==> config.mk <==
export PLATFORM = sky130hd
export DESIGN_NAME = pwm_timer_events
export DESIGN_NICKNAME = d
export VERILOG_FILES = /design/src/verilog/pwm_timer_pkg.sv /design/src/verilog/pwm_timer_events.sv
export SDC_FILE = /design/constraint.sdc
export NUM_CORES = 1
export LEC_CHECK = 0
export ABC_AREA = 1
export BUFFER_PORTS_ARGS = -buffer_cell sky130_fd_sc_hd__buf_2
export CAP_MARGIN = 20
export CORE_ASPECT_RATIO = 1.25
export CORE_MARGIN = 2
export CORE_UTILIZATION = 55
export CTS_CLUSTER_SIZE = 12
export DETAILED_ROUTE_END_ITERATION = 16
export GPL_TIMING_DRIVEN = 0
export MAX_ROUTING_LAYER = met4
export PLACE_DENSITY = 0.79
export SETUP_SLACK_MARGIN = 0.3
export SLEW_MARGIN = 40
export SYNTH_ARGS = -nofsm -noshare
export SYNTH_HDL_FRONTEND = slang
export SYNTH_SLANG_ARGS = --single-unit
==> constraint.sdc <==
create_clock -name SYS_CLK -period 2.2 [get_ports SYS_CLK]
set_input_delay 0.44 -clock SYS_CLK [delete_from_list [all_inputs] [get_ports SYS_CLK]]
set_output_delay 0.44 -clock SYS_CLK [all_outputs]
set_load 0.01 [all_outputs]
==> src/verilog/pwm_timer_pkg.sv <==
// constants for the pwm timer event and output block
// assumes a 32-bit apb slave with byte addresses
package pwm_timer_pkg;
  // register byte offsets
  localparam logic [11:0] OFS_CLK = 12'h000;
  localparam logic [11:0] OFS_FLAGS = 12'h004;
  localparam logic [11:0] OFS_IRQEN = 12'h008;
  localparam logic [11:0] OFS_MZDMA = 12'h00C;
  localparam logic [11:0] OFS_CCTL0 = 12'h010;
  localparam logic [11:0] OFS_CCDMA0 = 12'h030;
  localparam int REG_STEP = 4;
  // clock control fields
  localparam int CLK_DEBUG_RUN_BIT = 8;
  localparam int CLK_DIV_LSB = 4;
  localparam int CLK_DIV_W = 4;
  localparam int CLK_SRC_LSB = 0;
  localparam int CLK_SRC_W = 3;
  localparam logic [8:0] CLK_RESET = 9'h000;
  localparam logic [8:0] CLK_WMASK = 9'h1F7;
  // circuit control fields
  localparam int CC_CAPMODE_BIT = 0;
  localparam int CC_MODE_LSB = 1;
  localparam int CC_MODE_W = 3;
  localparam int CC_PAIR_BIT = 4;
  localparam int CC_POL_BIT = 5;
  localparam logic [5:0] CC_RESET = 6'h00;
  // flag positions: max, zero, then per circuit compare/capture, overwrite
  localparam int FL_MAX = 0;
  localparam int FL_ZERO = 1;
  localparam int FL_CC0 = 2;
  localparam int FL_OW0 = 3;
  // count modes from the counter core
  localparam logic [1:0] CNT_UP = 2'h0;
  localparam logic [1:0] CNT_DOWN = 2'h1;
  localparam logic [1:0] CNT_UPDOWN = 2'h2;
  // clock sources
  localparam logic [2:0] SRC_OSC_A = 3'h0;
  localparam logic [2:0] SRC_OSC_B = 3'h1;
  localparam logic [2:0] SRC_OSC_FAST = 3'h2;
  localparam logic [3:0] DIV_MAX_OSC_B = 4'h8;
  localparam logic [2:0] SRC_INV0 = 3'h6;
  // output actions per event
  typedef enum logic [1:0] {ACT_NONE = 2'h0, ACT_SET = 2'h1, ACT_CLR = 2'h2,
                            ACT_TGL = 2'h3} out_act_e;
endpackage : pwm_timer_pkg
==> src/verilog/pwm_timer_events.sv <==
// event flags, dma requests, timer outputs and clock control of one channel
// assumes counter core pulses on SYS_CLK and an apb master on the same clock
// Function
// - capture event with capture dma enable for a channel requests that channel
// - timer outputs only driven in comparator mode, from match and max/zero
// - two, four or six independent output circuits per channel
// - three-bit output mode selects waveform action on match and max/zero
// - pair match select uses the partner circuit's match signal
// - polarity bit zero gives active high, one gives active low
// - capture while compare/capture flag set sets overwrite flag; write one clears
// - compare/capture flag sets on match or capture; write one clears
// - max and zero flags set on counter events; write one clears
// - interrupt raised only while an enabled flag is set
// - dma sources: compare/capture always, max in up modes, zero in down
// - one enable per compare/capture flag per dma channel, plus one shared by max and zero, gates that channel's request
// - debug run bit 8 keeps the clock running in debug halt
// - divider field bits 7 to 4 selects the counter clock ratio
// - source field bits 2 to 0 selects oscillator or external clock
//
// Local design decisions: the placing of the registers and the APB register port.
`timescale 1ns/10ps
module pwm_timer_events #(
  parameter int NCIRC = 2,
  parameter int NDMA = 4,
  parameter int NSRC = 6
) (
  input wire logic SYS_CLK, // 40 MHz bus clock
  input wire logic NRST, // async reset, active low
  input wire logic PSEL, // apb select
  input wire logic PENABLE, // apb access phase
  input wire logic PWRITE, // apb direction
  input wire logic [11:0] PADDR, // apb byte address
  input wire logic [31:0] PWDATA, // apb write data
  output logic [31:0] PRDATA, // apb read data
  output logic PREADY, // apb ready
  output logic PSLVERR, // apb error on unmapped address
  input wire logic CNT_MAX, // counter reached max, pulse
  input wire logic CNT_ZERO, // counter reached zero, pulse
  input wire logic [1:0] CNT_MODE, // up, down or up/down
  input wire logic [NCIRC-1:0] CMP_MATCH, // comparator match, pulse
  input wire logic [NCIRC-1:0] CAP_EVENT, // capture loaded, pulse
  input wire logic DEBUG_HALT, // processor halted in debug
  input wire logic [NSRC-1:0] SRC_CLK, // raw clock source pins
  input wire logic [NDMA-1:0] DMA_ACK, // dma accepted request, pulse
  output logic [NDMA-1:0] DMA_REQ, // dma request per channel
  output logic IRQ, // interrupt request
  output logic [NCIRC-1:0] TIMER_OUT, // timer output pins
  output logic [NCIRC-1:0] CAP_MODE, // circuit in capture mode
  output logic COUNT_TICK // counter clock enable pulse
);
  localparam int NFL = 2 + 2 * NCIRC;

  // effective divider code: fast sources divide fully, osc B up to DIV_MAX_OSC_B, others undivided
  function automatic logic [3:0] eff_div(input logic [2:0] src, input logic [3:0] div);
    if (src == pwm_timer_pkg::SRC_OSC_A || src == pwm_timer_pkg::SRC_OSC_FAST) begin
      eff_div = div;
    end else if (src == pwm_timer_pkg::SRC_OSC_B && div <= pwm_timer_pkg::DIV_MAX_OSC_B) begin
      eff_div = div;
    end else begin
      eff_div = 4'h0;
    end
  endfunction : eff_div

  // action for one event class under a given mode
  function automatic pwm_timer_pkg::out_act_e mode_act(input logic [2:0] md,
                                                       input logic on_match);
    case (md)
      3'h1: mode_act = on_match ? pwm_timer_pkg::ACT_SET : pwm_timer_pkg::ACT_NONE;
      3'h2: mode_act = on_match ? pwm_timer_pkg::ACT_TGL : pwm_timer_pkg::ACT_CLR;
      3'h3: mode_act = on_match ? pwm_timer_pkg::ACT_SET : pwm_timer_pkg::ACT_CLR;
      3'h4: mode_act = on_match ? pwm_timer_pkg::ACT_TGL : pwm_timer_pkg::ACT_NONE;
      3'h5: mode_act = on_match ? pwm_timer_pkg::ACT_CLR : pwm_timer_pkg::ACT_NONE;
      3'h6: mode_act = on_match ? pwm_timer_pkg::ACT_TGL : pwm_timer_pkg::ACT_SET;
      3'h7: mode_act = on_match ? pwm_timer_pkg::ACT_CLR : pwm_timer_pkg::ACT_SET;
      default: mode_act = on_match ? pwm_timer_pkg::ACT_NONE : pwm_timer_pkg::ACT_CLR;
    endcase
  endfunction : mode_act

  logic [8:0] clk_r;
  logic [NFL-1:0] flags_r, flags_nxt, irqen_r;
  logic [NDMA-1:0] mzdma_r, req_nxt;
  logic [5:0] cctl_r [NCIRC];
  logic [NDMA-1:0] ccdma_r [NCIRC];
  logic [NCIRC-1:0] wave_r;
  logic [31:0] rdata_nxt;
  logic hit_nxt, wr_en;
  logic [NSRC-1:0] s1_r, s2_r, s3_r;
  logic [14:0] pre_r;
  logic src_edge;
  logic [2:0] src;
  logic [3:0] div;

  ////////////////////////////////////////////////////////////////////////
  // apb slave
  assign wr_en = PSEL && PENABLE && PREADY && PWRITE;

  // read mux and decode
  always_comb begin
    rdata_nxt = 32'h0000_0000;
    hit_nxt = 1'b1;
    case (PADDR)
      pwm_timer_pkg::OFS_CLK: rdata_nxt[8:0] = clk_r;
      pwm_timer_pkg::OFS_FLAGS: rdata_nxt[NFL-1:0] = flags_r;
      pwm_timer_pkg::OFS_IRQEN: rdata_nxt[NFL-1:0] = irqen_r;
      pwm_timer_pkg::OFS_MZDMA: rdata_nxt[NDMA-1:0] = mzdma_r;
      default: hit_nxt = 1'b0;
    endcase
    for (int m = 0; m < NCIRC; m++) begin
      if (PADDR == pwm_timer_pkg::OFS_CCTL0 + 12'(m * pwm_timer_pkg::REG_STEP)) begin
        rdata_nxt[5:0] = cctl_r[m];
        hit_nxt = 1'b1;
      end
      if (PADDR == pwm_timer_pkg::OFS_CCDMA0 + 12'(m * pwm_timer_pkg::REG_STEP)) begin
        rdata_nxt[NDMA-1:0] = ccdma_r[m];
        hit_nxt = 1'b1;
      end
    end
  end

  // one wait-free access phase: answer captured in setup cycle
  always_ff @(posedge SYS_CLK or negedge NRST) begin
    if (!NRST) begin
      PREADY <= 1'b0;
      PSLVERR <= 1'b0;
      PRDATA <= 32'h0000_0000;
    end else begin
      PREADY <= PSEL && !PENABLE;
      PSLVERR <= PSEL && !PENABLE && !hit_nxt;
      PRDATA <= (PSEL && !PENABLE && !PWRITE) ? rdata_nxt : 32'h0000_0000;
    end
  end

  // software control registers
  always_ff @(posedge SYS_CLK or negedge NRST) begin
    if (!NRST) begin
      clk_r <= pwm_timer_pkg::CLK_RESET;
      irqen_r <= '0;
      mzdma_r <= '0;
      for (int m = 0; m < NCIRC; m++) begin
        cctl_r[m] <= pwm_timer_pkg::CC_RESET;
        ccdma_r[m] <= '0;
      end
    end else if (wr_en) begin
      if (PADDR == pwm_timer_pkg::OFS_CLK) clk_r <= PWDATA[8:0] & pwm_timer_pkg::CLK_WMASK;
      if (PADDR == pwm_timer_pkg::OFS_IRQEN) irqen_r <= PWDATA[NFL-1:0];
      if (PADDR == pwm_timer_pkg::OFS_MZDMA) mzdma_r <= PWDATA[NDMA-1:0];
      for (int m = 0; m < NCIRC; m++) begin
        if (PADDR == pwm_timer_pkg::OFS_CCTL0 + 12'(m * pwm_timer_pkg::REG_STEP)) begin
          cctl_r[m] <= PWDATA[5:0];
        end
        if (PADDR == pwm_timer_pkg::OFS_CCDMA0 + 12'(m * pwm_timer_pkg::REG_STEP)) begin
          ccdma_r[m] <= PWDATA[NDMA-1:0];
        end
      end
    end
  end

  ////////////////////////////////////////////////////////////////////////
  // flags and dma requests
  always_comb begin
    logic max_dma, zero_dma;
    max_dma = (CNT_MODE == pwm_timer_pkg::CNT_UP) || (CNT_MODE == pwm_timer_pkg::CNT_UPDOWN);
    zero_dma = (CNT_MODE == pwm_timer_pkg::CNT_DOWN);
    flags_nxt = flags_r;
    req_nxt = '0;
    // clears first: write one, or dma accepted
    if (wr_en && PADDR == pwm_timer_pkg::OFS_FLAGS) flags_nxt = flags_r & ~PWDATA[NFL-1:0];
    if (max_dma && |(DMA_ACK & mzdma_r)) flags_nxt[pwm_timer_pkg::FL_MAX] = 1'b0;
    if (zero_dma && |(DMA_ACK & mzdma_r)) flags_nxt[pwm_timer_pkg::FL_ZERO] = 1'b0;
    for (int m = 0; m < NCIRC; m++) begin
      if (|(DMA_ACK & ccdma_r[m])) flags_nxt[pwm_timer_pkg::FL_CC0 + 2 * m] = 1'b0;
    end
    // sets win over clears
    if (CNT_MAX) flags_nxt[pwm_timer_pkg::FL_MAX] = 1'b1;
    if (CNT_ZERO) flags_nxt[pwm_timer_pkg::FL_ZERO] = 1'b1;
    for (int m = 0; m < NCIRC; m++) begin
      if (cctl_r[m][pwm_timer_pkg::CC_CAPMODE_BIT] ? CAP_EVENT[m] : CMP_MATCH[m]) begin
        flags_nxt[pwm_timer_pkg::FL_CC0 + 2 * m] = 1'b1;
      end
      if (cctl_r[m][pwm_timer_pkg::CC_CAPMODE_BIT] && CAP_EVENT[m]
          && flags_r[pwm_timer_pkg::FL_CC0 + 2 * m]) begin
        flags_nxt[pwm_timer_pkg::FL_OW0 + 2 * m] = 1'b1;
      end
    end
    // per channel request from the updated flags
    for (int x = 0; x < NDMA; x++) begin
      req_nxt[x] = mzdma_r[x] && ((max_dma && flags_nxt[pwm_timer_pkg::FL_MAX])
                   || (zero_dma && flags_nxt[pwm_timer_pkg::FL_ZERO]));
      for (int m = 0; m < NCIRC; m++) begin
        if (ccdma_r[m][x] && flags_nxt[pwm_timer_pkg::FL_CC0 + 2 * m]) req_nxt[x] = 1'b1;
      end
    end
  end

  // flag, request and interrupt registers
  always_ff @(posedge SYS_CLK or negedge NRST) begin
    if (!NRST) begin
      flags_r <= '0;
      DMA_REQ <= '0;
      IRQ <= 1'b0;
    end else begin
      flags_r <= flags_nxt;
      DMA_REQ <= req_nxt;
      IRQ <= |(flags_nxt & irqen_r);
    end
  end

  ////////////////////////////////////////////////////////////////////////
  // timer output circuits
  genvar g;
  generate
    for (g = 0; g < NCIRC; g++) begin : g_out
      logic match_sel;
      pwm_timer_pkg::out_act_e act_m, act_z;
      // partner of g is g xor 1
      assign match_sel = cctl_r[g][pwm_timer_pkg::CC_PAIR_BIT] ? CMP_MATCH[g ^ 1]
                         : CMP_MATCH[g];
      assign act_m = match_sel ? mode_act(cctl_r[g][3:1], 1'b1) : pwm_timer_pkg::ACT_NONE;
      assign act_z = (CNT_MAX || CNT_ZERO) ? mode_act(cctl_r[g][3:1], 1'b0)
                     : pwm_timer_pkg::ACT_NONE;
      // waveform state, match action takes priority
      always_ff @(posedge SYS_CLK or negedge NRST) begin
        if (!NRST) begin
          wave_r[g] <= 1'b0;
        end else if (cctl_r[g][pwm_timer_pkg::CC_CAPMODE_BIT]
                     || cctl_r[g][3:1] == 3'h0) begin
          wave_r[g] <= 1'b0;
        end else begin
          case (act_m != pwm_timer_pkg::ACT_NONE ? act_m : act_z)
            pwm_timer_pkg::ACT_SET: wave_r[g] <= 1'b1;
            pwm_timer_pkg::ACT_CLR: wave_r[g] <= 1'b0;
            pwm_timer_pkg::ACT_TGL: wave_r[g] <= !wave_r[g];
            default: wave_r[g] <= wave_r[g];
          endcase
        end
      end
      // polarity applied at the pin flop
      always_ff @(posedge SYS_CLK or negedge NRST) begin
        if (!NRST) begin
          TIMER_OUT[g] <= 1'b0;
          CAP_MODE[g] <= 1'b0;
        end else begin
          TIMER_OUT[g] <= wave_r[g] ^ cctl_r[g][pwm_timer_pkg::CC_POL_BIT];
          CAP_MODE[g] <= cctl_r[g][pwm_timer_pkg::CC_CAPMODE_BIT];
        end
      end
    end
  endgenerate

  ////////////////////////////////////////////////////////////////////////
  // clock source synchroniser, three stages
  always_ff @(posedge SYS_CLK or negedge NRST) begin
    if (!NRST) begin
      s1_r <= '0;
      s2_r <= '0;
      s3_r <= '0;
    end else begin
      s1_r <= SRC_CLK;
      s2_r <= s1_r;
      s3_r <= s2_r;
    end
  end

  assign src = clk_r[pwm_timer_pkg::CLK_SRC_LSB +: pwm_timer_pkg::CLK_SRC_W];
  assign div = eff_div(src, clk_r[pwm_timer_pkg::CLK_DIV_LSB +: pwm_timer_pkg::CLK_DIV_W]);

  // source edge; inverted inputs count falling edges
  always_comb begin
    int i;
    i = (src >= pwm_timer_pkg::SRC_INV0) ? int'(src) - 2 : int'(src);
    src_edge = 1'b0;
    if (i < NSRC) begin
      src_edge = (src >= pwm_timer_pkg::SRC_INV0) ? (!s2_r[i] && s3_r[i])
                 : (s2_r[i] && !s3_r[i]);
    end
  end

  // prescaler, stopped in debug halt unless debug run
  always_ff @(posedge SYS_CLK or negedge NRST) begin
    if (!NRST) begin
      pre_r <= '0;
      COUNT_TICK <= 1'b0;
    end else if (DEBUG_HALT && !clk_r[pwm_timer_pkg::CLK_DEBUG_RUN_BIT]) begin
      COUNT_TICK <= 1'b0;
    end else if (src_edge) begin
      pre_r <= pre_r + 15'h0001;
      COUNT_TICK <= ((pre_r & ((15'h0001 << div) - 15'h0001))
                     == ((15'h0001 << div) - 15'h0001));
    end else begin
      COUNT_TICK <= 1'b0;
    end
  end
endmodule : pwm_timer_events

==> run_results.csv <==
group,metric,value,unit
critical_path,r2r-end,"COUNT_TICK",
cts,numCtsBuffers,9,
logic_synthesis,synth_flop_cell,"dfrtp_1",
cts,clock_latency,0.35,ns
logic_synthesis,async_flop_share,100,%
drt,drc,0,
critical_path,r2r_setup_slack,0.09,ns
critical_path,cp-start-kind,"flip-flop",
die,initial_core_util,56.7,%
die,core,9610,um2
timing,hold_viol_final,0,
layout,utilization,72.3,%
logic_synthesis,synth_compound_area_share,12.9,%
placement,io_buffers,65,
logic_synthesis,synth_area,5450,um2
cts,cts_max_level,3,
drt,viasPerCell,5.44,
logic_synthesis,synth.most_common_cell,"nand2_1",
drt,drt-met1-wl,5640,um
power,leakage,3.48,nW
global_route,grt_max_degree,59,
worst_hold_path,min_path_type,"in -> reg",
logic_synthesis,synth_warnings,0,
logic_synthesis,syn_avg_cell_area,8.15,um2
cts,clockRootBuffer,"clkbuf_16",
logic_synthesis,synth_common_cells,"151 x nand2_1, 100 x dfrtp_1, 86 x inv_1",
die,die_h,115,um
drt,drtIter0Drc,462,
cts,clock-sinks,100,
drt,wl_met2,7840,um
cts,clockBufferDepth,2,
critical_path,critPathTopFamily,"simple AND/OR/NAND/NOR gates",
die,io_pins,112,
logic_synthesis,ys_ff_latch,100,
logic_synthesis,synth_top_family_by_area,"simple AND/OR/NAND/NOR gates",
critical_path,worstSetupEndpointType,"flip-flop",
logic_synthesis,synth_xor_area_share,2.09,%
logic_synthesis,synth.top_cell.area_share,45.9,%
global_route,grt_pass1_wl,22600,um
logic_synthesis,synth_cells,669,
placement,gp_congestion,0.951,
die,die_area,10700,um2
global_route,grt_overflow,0,
critical_path,crit_arrival,2.35,ns
placement,dp.final_hpwl,10200,um
worst_hold_path,min_delay_path_depth,1,
logic_synthesis,synthTopCellsByArea,"dfrtp_1 46%, nand2_1 10%, inv_1 5.9%",
timing,fmax,475,MHz
logic_synthesis,synth_top_area_cell,"dfrtp_1",
critical_path,worstPathMaxFanout,5,
timing,min_period_over_period,95.7,%
timing,skew,0.00528,ns
timing,period_needed,2.11,ns
drt,wirelength,14900,um
critical_path,r2r_cells,12,
drt,highest_layer,"met4",
critical_path,reg2reg_from,"clk_r[2]",
critical_path,cp_slowest_stage_delay,0.39,ns
power,power.total,4.44,mW
critical_path,path_buf_inv,3,
logic_synthesis,synth-simple-area-share,26.6,%
logic_synthesis,synth_mux_area_share,0,%
status,status,"completed",
drt,post_drt_wl_per_cell,15.9,um
drt,ant_nets,0,
logic_synthesis,synth_edf_count,0,
critical_path,criticalPathCategory,"reg -> reg",
logic_synthesis,synth_cell_types,47,
cts,clk_pin_slew,0.07,ns
drt,wl_met3,733,um
die,die_w,93.0,um
timing,maxSlewViolCount,0,
logic_synthesis,ys_seq_area_share,45.9,%
drt,drtPass1Iterations,5,
global_route,grt_usage,28.0,%
critical_path,crit_path_top_delay_cell,"dfrtp_1",
logic_synthesis,synth-adder-area-share,1.84,%
global_route,grt_antenna_before_repair,0,
cts,cts_tree,"built",
layout,diodes,0,
power,power_density,639,nW/um2
layout,area_growth,27.5,%
critical_path,cp_data_required_time,2.44,ns
timing,finalSetupViolCount,0,
die,rows,40,
drt,num_vias,5096,
power,ir_worst_vdd,0.575,mV
global_route,grt_pass1_vias,4779,
worst_hold_path,hold_end,"s1_r[1]",
critical_path,cp_cell_sequence,"inv_2, ha_4, nand2_2, nand2_4, buf_6, buf_4, nand4_1, nor3_1, o21bai_1, nand3_1, nand4_1, nor2_2",
timing,rsz0062_at_grt,"true",
worst_hold_path,min_from,"SRC_CLK[1]",
layout,final_nets,881,
flow_run,maxCapViolCount,0,
layout,layout-drive-gt1-share,29.0,%
critical_path,crit_top_cell,"nand4_1",
## metrics by stage
| stage | cell area (um2) | std cells | TNS (ns) | worst slack (ns) | hold slack [ns] |
|---|---|---|---|---|---|
| after floorplan | 5540 | 691 | 0 | 0.304 | 0.144 |
| after global placement | 6020 | 882 | -27.19 | -0.276 | 0.333 |
| after detailed placement | 6060 | 883 | -0.126 | -0.0755 | 0.338 |
| after CTS | 6610 | 920 | 0 | 0.158 | 0.183 |
| after global routing | 6950 | 936 | 0 | 0.00936 | 0.184 |
| final | 6950 | 936 | 0 | 0.0946 | 0.189 |
## metal layers
metal  global-route usage [%]  vias to the layer above
met5                        -                        -
met1                     32.2                     2414
met2                     47.5                      205
met4                     15.7                        0
li1                         -                     2419
met3                     3.21                       58
## repair_timing
item,CTS,global route
endpoints found under the hold margin,42,0
hold buffers,1,0
pin swaps,14,29
setup buffers,20,16
setup endpoints to repair,14,22
gates resized for setup,23,50
cloned,0,0
## cell type report
class	count	area [um2]
Buffer	32	238
Clock buffer	9	225
Clock inverter	7	105
Fill cell	735	2660
Inverter	92	362
Multi-Input combinational cell	467	2690
Sequential cell	100	2510
Tap cell	126	158
Timing Repair Buffer	103	662
## state kept, by name, indices dropped and copies added (netlist names)
| register | cells |
|---|---|
| s2_r | 6 |
| pre_r | 15 |
| PSLVERR | 1 |
| TIMER_OUT | 2 |
| PREADY | 1 |
| COUNT_TICK | 1 |
| irqen_r | 6 |
| PRDATA | 9 |
| IRQ | 1 |
| clk_r | 8 |
| CAP_MODE | 2 |
| mzdma_r | 4 |
| flags_r | 6 |
| s1_r | 6 |
| ccdma_r | 8 |
| s3_r | 6 |
| wave_r | 2 |
| DMA_REQ | 4 |
| cctl_r | 12 |
## report_power, final
group / internal, mW / switching (mW) / leakage, nW
sequential: 1.94 / 0.119 / 1.27
clock: 1.02 / 0.751 / 0.164
combinational: 0.232 / 0.379 / 2.04
total: 3.19 / 1.25 / 3.48
## placed cells by master (no fill, tap or decap), types with 5 or more instances in the layout
| cell type | instances |
|---|---|
| o21ai_0 | 59 |
| buf_6 | 9 |
| nand3_1 | 32 |
| inv_1 | 77 |
| a21oi_1 | 24 |
| buf_4 | 54 |
| a21oi_2 | 5 |
| inv_2 | 10 |
| nor3_1 | 17 |
| nand3_2 | 9 |
| dfrtp_1 | 96 |
| buf_2 | 65 |
| nand4_1 | 14 |
| conb_1 | 23 |
| nor2_2 | 9 |
| nand2_2 | 6 |
| nor2_4 | 7 |
| clkbuf_16 | 9 |
| nor2_1 | 39 |
| nand2_1 | 147 |
| nand2_4 | 5 |
| xor2_1 | 11 |
## cell families after synthesis
kind of cell,Yosys count
flops,100
simple gates,300
xor+xnor,13
buf+inv,124
other cells,1
fa+ha+maj,8
compound gates,123
## how the worst max path moves through the flow
stage	start	endpoint	slack, ns	cells after the start
final	clk_r[2]	COUNT_TICK	0.09	12
after global routing	clk_r[2]	COUNT_TICK	0.009	12
after CTS	clk_r[4]	COUNT_TICK	0.16	14
after detailed placement	PSEL	IRQ	-0.08	10
after global placement	NRST	ccdma_r[2]	-0.28	1
after floorplan	clk_r[2]	COUNT_TICK	0.30	15
Power figures use the tool's default switching activity.
